[src/hw/psg_pkg.sv]
package psg_pkg;

	localparam int unsigned NUM_GROUPS = 8;
	localparam int unsigned GRP_W      = 3;
	localparam int unsigned SEL_W      = 4;

	// group one is index zero; selection codes use zero for none
	localparam logic [GRP_W-1:0] GRP_FIRST  = 3'h0;
	localparam logic [SEL_W-1:0] SEL_NONE   = 4'h0;
	localparam logic [GRP_W-1:0] USED_RESET = 3'h0;

	// a request present on STATIC_CYC + 1 consecutive samples counts as a static level
	localparam int unsigned STATIC_NS     = 100;
	localparam int unsigned CLK_PERIOD_NS = 20;
	localparam int unsigned STATIC_CYC    = (STATIC_NS + CLK_PERIOD_NS - 1) / CLK_PERIOD_NS;
	localparam int unsigned CNT_W         = 8;

	typedef struct packed {
		logic       override_enable;
		logic [SEL_W-1:0] force_sel;
		logic [GRP_W-1:0] used_last;
		logic [SEL_W-1:0] remote_sel;
	} psg_cfg_s;

	typedef struct packed {
		logic fail_not_configured;
		logic fail_lower_priority;
		logic fail_force;
	} psg_fail_s;

	typedef enum logic [1:0] {
		PSG_IDLE,
		PSG_AUTO,
		PSG_FORCED
	} psg_mode_e;

endpackage

[src/hw/psg_level_track.sv]
`timescale 1ns/1ps
module psg_level_track
	import psg_pkg::*;
#(
	parameter int unsigned N     = NUM_GROUPS,
	parameter int unsigned HOLD  = STATIC_CYC
) (
	input  wire logic         clk_i,
	input  wire logic         rst_n_i,
	input  wire logic [N-1:0] req_i,
	output logic      [N-1:0] rise_o,
	output logic      [N-1:0] static_o
);

	logic [N-1:0] prev_reg;
	logic [N-1:0] prev_next;
	logic [CNT_W-1:0] cnt_reg  [N];
	logic [CNT_W-1:0] cnt_next [N];

	always_comb begin
		prev_next = req_i;
		for (int i = 0; i < N; i++) begin
			if (!req_i[i]) begin
				cnt_next[i] = '0;
			end else if (cnt_reg[i] != CNT_W'(HOLD)) begin
				cnt_next[i] = cnt_reg[i] + 1'b1;
			end else begin
				cnt_next[i] = cnt_reg[i];
			end
		end
	end

	always_ff @(posedge clk_i) begin
		if (!rst_n_i) begin
			prev_reg <= '0;
			for (int i = 0; i < N; i++) begin
				cnt_reg[i] <= '0;
			end
		end else begin
			prev_reg <= prev_next;
			for (int i = 0; i < N; i++) begin
				cnt_reg[i] <= cnt_next[i];
			end
		end
	end

	generate
		for (genvar g = 0; g < N; g++) begin : g_trk
			assign rise_o[g]   = req_i[g] & ~prev_reg[g]; // [RULE20]
			assign static_o[g] = req_i[g] & (cnt_reg[g] == CNT_W'(HOLD)); // [RULE5]
		end
	endgenerate

endmodule

[src/hw/psg_selector.sv]
`timescale 1ns/1ps
// Notes on behaviour
// [RULE1] up to eight groups, exactly one shown active at all times
// [RULE2] after reset only group one is used and active; selection idle
// [RULE3] with more than one group used, inputs decide the active group
// [RULE4] override enable set: automatic inputs ignored, only forced group applied
// [RULE5] every input works both as a pulse and as a static level
// [RULE6] simultaneous requests: lowest-numbered group wins
// [RULE7] pulse-chosen group stays until another group's request is accepted
// [RULE8] forced change only with override enabled and target group in use
// [RULE9] override cleared with static levels present: resume priority selection at once
// [RULE10] force selection none or one to eight, acts as latched pulse
// [RULE11] after override release with no requests, last forced group stays
// [RULE12] other party sets override enable before forcing; stays until cleared
// [RULE13] used groups one to N, reset one; new groups start from defaults
// [RULE14] remote request rejected while a higher-priority group held by level
// [RULE15] active group readable, coded one to eight, group one after reset; active_group_o codes it zero to seven
// [RULE16] static level on group one blocks all other requests
// [RULE17] static level on groups two to seven blocks all lower groups
// [RULE18] static level on group eight blocks nothing
// [RULE19] fail flags for unconfigured target and for lower-priority rejection
// [RULE20] pulses seen on rising edge; inputs sampled every clock
module psg_selector
	import psg_pkg::*;
#(
	parameter int unsigned N = NUM_GROUPS
) (
	input  wire logic             clk_i,
	input  wire logic             rst_n_i,
	input  wire logic [N-1:0]     group_req_i,
	input  wire psg_cfg_s         cfg_i,
	output logic      [GRP_W-1:0] active_group_o,
	output logic      [N-1:0]     active_onehot_o,
	output logic      [N-1:0]     used_mask_o,
	output logic      [N-1:0]     load_defaults_o,
	output psg_fail_s             fail_o,
	output psg_mode_e             mode_o
);

	// first-in-priority index of a vector; lowest bit is highest priority
	function automatic logic [GRP_W-1:0] first_set(input logic [N-1:0] v);
		logic [GRP_W-1:0] r;
		r = GRP_FIRST;
		for (int i = N - 1; i >= 0; i--) begin
			if (v[i]) begin
				r = GRP_W'(i);
			end
		end
		return r;
	endfunction

	function automatic logic [N-1:0] mask_upto(input logic [GRP_W-1:0] last);
		logic [N-1:0] m;
		m = '0;
		for (int i = 0; i < N; i++) begin
			m[i] = (GRP_W'(i) <= last);
		end
		return m;
	endfunction

	// pins from digital inputs: two-stage synchroniser
	logic [N-1:0] sync1_reg;
	logic [N-1:0] sync2_reg;
	logic [N-1:0] rise;
	logic [N-1:0] lvl;

	always_ff @(posedge clk_i) begin
		if (!rst_n_i) begin
			sync1_reg <= '0;
			sync2_reg <= '0;
		end else begin
			sync1_reg <= group_req_i;
			sync2_reg <= sync1_reg;
		end
	end

	psg_level_track #(
		.N    (N),
		.HOLD (STATIC_CYC)
	) u_trk (
		.clk_i    (clk_i),
		.rst_n_i  (rst_n_i),
		.req_i    (sync2_reg),
		.rise_o   (rise),
		.static_o (lvl)
	);

	logic [GRP_W-1:0] active_reg, active_next;
	logic [N-1:0]     used_reg, used_next;
	logic [N-1:0]     defl_reg, defl_next;
	logic [SEL_W-1:0] force_prev_reg, force_prev_next;
	logic [SEL_W-1:0] remote_prev_reg, remote_prev_next;
	logic             ovr_prev_reg, ovr_prev_next;
	psg_fail_s        fail_reg, fail_next;
	psg_mode_e        mode_reg, mode_next;

	// locals for the selection
	logic [N-1:0]     blocked;
	logic [N-1:0]     lvl_up;
	logic [N-1:0]     accept;
	logic [N-1:0]     cand;
	logic [GRP_W-1:0] hold_grp;
	logic             any_static;
	logic             force_new;
	logic             remote_new;
	logic [GRP_W-1:0] force_grp;
	logic [GRP_W-1:0] remote_grp;

	always_comb begin
		used_next        = mask_upto(cfg_i.used_last); // [RULE13]
		defl_next        = used_next & ~used_reg; // [RULE13]
		force_prev_next  = cfg_i.force_sel;
		remote_prev_next = cfg_i.remote_sel;
		ovr_prev_next    = cfg_i.override_enable;
		active_next      = active_reg;
		fail_next        = '0;
		mode_next        = mode_reg;
		force_grp        = GRP_W'(cfg_i.force_sel - 1'b1);
		remote_grp       = GRP_W'(cfg_i.remote_sel - 1'b1);
		force_new        = (cfg_i.force_sel != SEL_NONE) && (cfg_i.force_sel != force_prev_reg);
		remote_new       = (cfg_i.remote_sel != SEL_NONE) && (cfg_i.remote_sel != remote_prev_reg);
		any_static       = |(lvl & used_reg);
		hold_grp         = first_set(lvl & used_reg);
		// a level blocks every group below it; group eight has none below
		blocked = '0;
		for (int i = 1; i < N; i++) begin
			blocked[i] = blocked[i-1] | (lvl[i-1] & used_reg[i-1]); // [RULE16] [RULE17] [RULE18]
		end
		// a lower-priority level must not unseat a group that a pulse chose
		for (int i = 0; i < N; i++) begin
			lvl_up[i] = (GRP_W'(i) < active_reg); // [RULE7]
		end
		accept = (rise | (lvl & lvl_up)) & used_reg & ~blocked; // [RULE5]
		cand   = accept;
		if (used_reg == mask_upto(USED_RESET)) begin
			mode_next   = PSG_IDLE;
			active_next = GRP_FIRST; // [RULE2]
			if ((rise & ~used_reg) != '0) begin
				fail_next.fail_not_configured = 1'b1; // [RULE19]
			end
		end else if (cfg_i.override_enable) begin
			mode_next = PSG_FORCED; // [RULE4]
			if (force_new) begin
				if (used_reg[force_grp]) begin
					active_next = force_grp; // [RULE8] [RULE10]
				end else begin
					fail_next.fail_not_configured = 1'b1; // [RULE19]
				end
			end
		end else begin
			mode_next = PSG_AUTO; // [RULE3]
			if (remote_new) begin
				if (!used_reg[remote_grp]) begin
					fail_next.fail_not_configured = 1'b1; // [RULE19]
				end else if (blocked[remote_grp]) begin
					fail_next.fail_lower_priority = 1'b1; // [RULE14] [RULE19]
				end else begin
					cand[remote_grp] = 1'b1;
				end
			end
			if ((rise & ~used_reg) != '0) begin
				fail_next.fail_not_configured = 1'b1; // [RULE19]
			end
			if ((rise & used_reg & blocked) != '0) begin
				fail_next.fail_lower_priority = 1'b1; // [RULE19]
			end
			if (cand != '0) begin
				active_next = first_set(cand); // [RULE6] [RULE7] [RULE9]
			end else if (any_static && ovr_prev_reg) begin
				active_next = hold_grp; // [RULE9]
			end
			// no request keeps the forced group in place [RULE11]
		end
		// forcing while override is off is refused
		if (!cfg_i.override_enable && force_new) begin
			fail_next.fail_force = 1'b1; // [RULE8]
		end
		if (!used_next[active_next]) begin
			active_next = GRP_FIRST; // [RULE1]
		end
	end

	always_ff @(posedge clk_i) begin
		if (!rst_n_i) begin
			active_reg      <= GRP_FIRST; // [RULE15]
			used_reg        <= mask_upto(USED_RESET);
			defl_reg        <= '0;
			force_prev_reg  <= SEL_NONE; // [RULE10]
			remote_prev_reg <= SEL_NONE;
			ovr_prev_reg    <= 1'b0;
			fail_reg        <= '0;
			mode_reg        <= PSG_IDLE;
		end else begin
			active_reg      <= active_next;
			used_reg        <= used_next;
			defl_reg        <= defl_next;
			force_prev_reg  <= force_prev_next;
			remote_prev_reg <= remote_prev_next;
			ovr_prev_reg    <= ovr_prev_next;
			fail_reg        <= fail_next;
			mode_reg        <= mode_next;
		end
	end

	logic [N-1:0] onehot_reg;
	always_ff @(posedge clk_i) begin
		if (!rst_n_i) begin
			onehot_reg <= N'(1);
		end else begin
			onehot_reg <= N'(1) << active_next; // [RULE1]
		end
	end

	assign active_group_o  = active_reg; // [RULE15]
	assign active_onehot_o = onehot_reg;
	assign used_mask_o     = used_reg;
	assign load_defaults_o = defl_reg;
	assign fail_o          = fail_reg;
	assign mode_o          = mode_reg;
endmodule

[config.mk]
export PLATFORM = sky130hd
export DESIGN_NAME = psg_selector
export DESIGN_NICKNAME = d
export VERILOG_FILES = /design/src/hw/psg_pkg.sv /design/src/hw/psg_level_track.sv /design/src/hw/psg_selector.sv
export SDC_FILE = /design/constraint.sdc
export NUM_CORES = 1
export LEC_CHECK = 0
export BUFFER_PORTS_ARGS = -buffer_cell sky130_fd_sc_hd__clkbuf_2
export CORE_ASPECT_RATIO = 0.75
export CORE_MARGIN = 2
export CORE_UTILIZATION = 55
export CTS_BUF_LIST = sky130_fd_sc_hd__clkbuf_4 sky130_fd_sc_hd__clkbuf_8
export CTS_CLUSTER_SIZE = 30
export DETAILED_ROUTE_END_ITERATION = 12
export PLACE_DENSITY = 0.76
export SYNTH_ARGS = -nofsm -noshare
export SYNTH_HDL_FRONTEND = slang
export SYNTH_HIERARCHICAL = 1
export SYNTH_SLANG_ARGS = --single-unit
[constraint.sdc]
create_clock -name clk_i -period 9.3 [get_ports clk_i]
set_input_delay 1.395 -clock clk_i [delete_from_list [all_inputs] [get_ports clk_i]]
set_output_delay 1.395 -clock clk_i [all_outputs]
set_load 0.01 [all_outputs]
* Yosys cells after proc, flatten, opt, wreduce, memory -nomap -nowiden
Memories as Yosys holds them, arrays and structs flattened.
Index checks and enable logic that the tools add are counted.
** Cells by class
- $add $sub $neg :: 10
- Order comparisons :: 20
- Equality and inequality tests :: 19
- Shifts and indexed selects :: 1
- Multiplexer cells :: 77
- Bitwise gates (word level) :: 58
- Reduce and logical (&&, ||, !) cells :: 14
** Operators by type and width (count)
- 8-bit 2-to-1 mux :: 29
- 3-bit 2-to-1 mux :: 23
- 8-bit by 1-bit adder with 8-bit output (second input constant) :: 8
- 8-bit bitwise AND :: 8
- 8-bit by 3-bit == test with 1-bit output (second input constant) :: 8
- 8-bit by 3-bit != test with 1-bit output (second input constant) :: 8
- 8-bit nonzero test :: 3
- 1-bit bitwise AND :: 23
- 1-bit 2-to-1 mux :: 18
- 8-bit NOT :: 2
- 8-bit OR :: 2
- 1-bit OR :: 14
- 1-bit binary-select mux with 3-bit select :: 4
- 3-bit less-or-equal comparator (first input constant) :: 4
- 3-bit less-than comparator (first input constant) :: 4
- 3-bit by 4-bit less-than comparator with 1-bit output (second input constant) :: 3
- 1-bit NOT :: 9
- 8-bit by 1-bit == test with 1-bit output (second input constant) :: 1
- 4-bit != test :: 2
- 4-bit nonzero test :: 2
- 8-bit OR reduction :: 1
- 1-bit by 3-bit << shifter with 8-bit output (first input constant) :: 1
- 1-bit by 3-bit less-or-equal comparator with 1-bit output (first input constant) :: 2
- 2-bit by 3-bit less-or-equal comparator with 1-bit output (first input constant) :: 2
- 10 further kinds :: 18
** Word-level totals
- Flip-flop bits (word level) :: 65
- Bits in writable memories :: 64
- Bits of input ports :: 22
- Output and inout port bits :: 32
- Word-level logic and storage cells :: 214
- Memories kept :: 1
** Memories
- u_trk.cnt_reg :: words 8, bits a word 8, read ports 8, clocked after Yosys merged registers in 0, write ports 8, line psg_level_track.sv:17 : logic [CNT_W-1:0] cnt_reg [N];

* Depth between registers and ports, before layout
An unclocked memory read counts as a cell.
- Word-level depth :: 33
- Depth in mapped cells :: 19

* Cells and area by module
The synthesis kept the hierarchy.
** By module, submodules not included
- psg_level_track :: instances 1, cells each 403, area an instance 3455.8 um2, seq. area each 1441.4 um2
- psg_selector :: instances 1, cells each 335, area an instance 2994.1 um2, seq. area each 1141.1 um2

* Worst setup path after synthesis
OpenSTA, ideal clock, no wires.
- Kind :: in2reg
- Start point :: in cfg_i[0] (netlist name)
- End point :: reg onehot_reg[5] (netlist: active_onehot_o[5])
- Setup time :: 116 ps
- Data arrival time :: 4672 ps
- Required time :: 9184 ps
- Setup slack :: 4513 ps
- Cell stages on the path :: 15
- Buffers on the path :: 3
- Cell sequence :: clkbuf_8 -> inv_1 -> ha_1 -> xor2_1 -> a21oi_1 -> a221o_1 -> or3_1 -> buf_6 -> o211a_1 -> o32a_1 -> buf_6 -> maj3_2 -> maj3_2 -> nor2b_4 -> and3_1
** On the way
- Word-level cells in the longest chain between the ends :: 26
- Elaborated cells on any way between the ends :: 35
** RTL lines
- start, declared :: line psg_selector.sv:31 : input wire psg_cfg_s cfg_i,
- 3-bit by 1-bit subtractor with 3-bit output :: line psg_selector.sv:119 : remote_grp = GRP_W'(cfg_i.remote_sel - 1'b1);
- 3-bit by 4-bit less-than comparator with 1-bit output (not written as such) or 3-bit by 1-bit >= comparator with 1-bit output (tied branches) :: line psg_selector.sv:158 : cand[remote_grp] = 1'b1;
- 1-bit logical AND (not written as such) :: line psg_selector.sv:158
- 1-bit 2-to-1 mux (not written as such) :: line psg_selector.sv:158
- 1-bit demux with 3-bit select :: line psg_selector.sv:158
- 8-bit OR (no line)
- 8-bit 2-to-1 mux :: line psg_selector.sv:155 : end else if (blocked[remote_grp]) begin
- 8-bit 2-to-1 mux :: line psg_selector.sv:153 : if (!used_reg[remote_grp]) begin
- [... 3 more ...]
- 3-bit 2-to-1 mux (8 in series) :: line psg_selector.sv:45 : if (v[i]) begin
- 3-bit 2-to-1 mux * :: line psg_selector.sv:167 : if (cand != '0) begin
- 3-bit 2-to-1 mux * :: line psg_selector.sv:141 : end else if (cfg_i.override_enable) begin
- 3-bit 2-to-1 mux * :: line psg_selector.sv:135 : if (used_reg == mask_upto(USED_RESET)) begin
- 1-bit binary-select mux with 3-bit select :: line psg_selector.sv:178 : if (!used_next[active_next]) begin
- 1-bit 2-to-1 mux (not written as such) :: line psg_selector.sv:178
- 3-bit 2-to-1 mux * :: line psg_selector.sv:178
- 1-bit by 3-bit << shifter with 8-bit output * :: line psg_selector.sv:210 : onehot_reg <= N'(1) << active_next;
- end signal, assigned :: line psg_selector.sv:210
- end, declared :: line psg_selector.sv:205 : logic [N-1:0] onehot_reg;
Every way passes the cells marked *; elsewhere a longest branch is shown, timed or not. The select of a mux whose other input is x is not followed.
A chain may end at the register's enable or synchronous reset.

==> impl_metrics.ini <==
[status]
status = finished, final reports clean

[timing]
fin_setup_tns_ps = 0
report.final.hold_viol_count = 0
tightestPinTransition_ps = 984.9
drv_slew = 0
fin_worst_skew_ps = 14.18
rsz0062_at_grt = false
setup_viol = 0
min_period_ps = 4991
max_freq_ghz = 0.2004
max_slew_margin_pct = 33.48
fin_crit_sh_pct = 53.66

[setup_path]
r2r_slack_ps = 4310
path_buf_inv = 0
worstRegToRegCells = 14
worst_path_max_delay_cell = or4b_2
cp_data_required_time_ps = 9630
slowest_delay_ps = 630
startpoint_type = flop
startpoint = u_trk/cnt_reg[0][0]
timing.rr.start = u_trk/cnt_reg[0][0]
r2r_end = active_onehot_o[1]
cp_top_family = simple AND/OR/NAND/NOR gates
crit_chain = ha_1, or4b_1, or3_4, nor2_1, a222oi_1, a31oi_1, a221o_1, or3_1, or4b_2, o221ai_1, o21ai_1, maj3_2, o31ai_2, nor4b_1
crit_path_max_fanout = 9
critPathCaptureType = flop
cp.arrival_ps = 5320
worstSetupPathType = reg -> reg

[clock_tree]
clockBufferDepth = 2
cts_max_level = 4
cts_buffers = 17
cts-root-buf = clkbuf_8
ctsHoldBuffers = 0
cts_tree = done
ctsResizeCount = 0
clk_latency_ps = 450
clkSinkCount = 129
path_clk_slew_ps = 80
cts_setup_buffers = 0

[cells_and_area]
layout.cells.non_filler = 957
fin_nets = 823
area_growth_pct = 10.79
design_area_mm2 = 0.007146
drive_above_1_share_pct = 14.97
utilization_pct = 61.98
diodes = 0
final_common_cell = dfxtp_1
largest_reg_flops = 64
final_cell_mix = dfxtp_1, a21oi_1, clkbuf_2

[worst_hold_path]
worstHoldPathCells = 1
min-delay-start = sync1_reg[3]
hp-class = reg -> reg
whs_endpoint = sync2_reg[3]

[yosys]
synthesis.instances = 738
ys_dominant_reg_cell = dfxtp_1
synth_compound_area_share_pct = 18.35
syn_nets = 779
syn_area_mm2 = 0.006450
synthArstFlopShare_pct = 0
seq_area_frac_synth_pct = 40.04
yosys.area_share.adder_pct = 4.539
muxShareOfSynthArea_pct = 1.707
syn-mean-instance-area_um2 = 8.740
synth-simple-area-share_pct = 25.90
synth_edf_count = 0
yosysWarnings = 6
ys_types = 76
synth_xor_xnor_area_share_pct = 3.919
ys_seq_elements = 129
synth_top_family_by_area = simple AND/OR/NAND/NOR gates

[drt]
vias = 5847
first_pass_iters = 6
wl_mm = 15.70
drcViolationCount = 0
via_per_inst = 6.110
ant_nets = 0
wl_per_cell_um = 16.40
initialDrtViolationCount = 712

[die]
start_util_pct = 55.95
ios = 54
die_y_um = 97.79
die-area_mm2 = 0.01262
rows = 34
dieWidth_um = 129.0
core_area_mm2 = 0.01153

[power_and_ir_drop]
irDropWorstVdd_mv = 0.1057
power.leakage_nw = 2.615
power_density_mw_per_mm2 = 168.4

[global_routing]
grt_pass1_wl_mm = 25.85
grt_overflow = 0
grt_max_degree = 35
grt_pass1_vias = 5296
antenna_found_initial = 0
track_usage_pct = 25.54

[placement]
dp.cells = 925
dpl.hpwl_mm = 11.33
dpl_cell_area_mm2 = 0.006740
placement.io_buffers = 53
place.gp.congestion = 0.9964

[flow_run]
drv_cap = 0
kinds of logic (layout without fill, tap and decap cells):
group	count (synthesis)	after routing
other	1	1
XOR/XNOR	28	28
AND/OR/NAND/NOR	289	289
AO/OA/AOI/OAI	184	184
flip-flops	129	129
multiplexers	8	8
adder cells (fa/ha/maj)	24	24
buffers and inverters	75	132
worst reg2reg max path, stage by stage (launching register included):
cell      delay [ps]
dfxtp_1          490
ha_1             190
or4b_1           550
or3_4            430
nor2_1           410
a222oi_1         300
a31oi_1          310
a221o_1          200
or3_1            270
or4b_2           630
o221ai_1         140
o21ai_1          140
maj3_2           370
o31ai_2          340
nor4b_1          100
power by group:
part | internal, W | switching, W | total [W]
Combinational | 0.0000512 | 0.0000756 | 0.000127
Sequential | 0.000568 | 0.0000178 | 0.000586
Clock | 0.000259 | 0.000231 | 0.000490
Total | 0.000879 | 0.000324 | 0.00120
through the flow:
| stage | total power [W] | setup WS [ps] | hold slack [ps] |
|---|---|---|---|
| after global routing | 0.001247 | 4108 | 451.5 |
| after detailed placement | 0.0007217 | 3986 | 419.0 |
| final | 0.001203 | 4309 | 434.7 |
| after floorplan | 0.0006886 | 4513 | 411.9 |
| after CTS | 0.001205 | 4442 | 435.9 |
| after global placement | 0.0007169 | 4151 | 414.6 |
synthesized netlist by cell type (18+ instances only):
cell     instances  area (um2)
xor2_1          18       157.7
ha_1            19       237.7
or3_1           23       143.9
nand2_1         50       187.7
nor2_1          46       172.7
dfxtp_1        129        2582
a21oi_1         60       300.3
inv_1           47       176.4
nor3_1          19       95.09
o21ai_0         41       205.2
and2_1          25       156.4
nand3_1         37       185.2
how the worst max path moves through the flow:
stage                               endpoint  slack (ps)  depth (start not counted)
after floorplan           active_onehot_o[5]        4510                         15
after global placement    active_onehot_o[7]        4150                         13
after detailed placement  active_onehot_o[1]        3990                         13
after CTS                 active_onehot_o[0]        4440                         13
after global routing      active_onehot_o[1]        4110                         13
final                     active_onehot_o[1]        4310                         14
area by class of cell:
type                       instances  area [um2]
multi-input combinational        534        3513
timing repair buffer              53       265.3
fill                             967        4383
inverter                          47       176.4
tap                              162       202.7
sequential                       129        2582
clock inverter                    12       130.1
clock buffer                      20       275.3
layer usage:
layer / wire length, um / global-route usage (%) / vias to the layer above
met5: 0 / 0 / -
met4: 334 / 9.365 / 0
met3: 1358 / 5.699 / 46
met2: 6847 / 37.77 / 287
met1: 7155 / 36.65 / 2739
li1: - / - / 2775
Power figures use the tool's default switching activity.
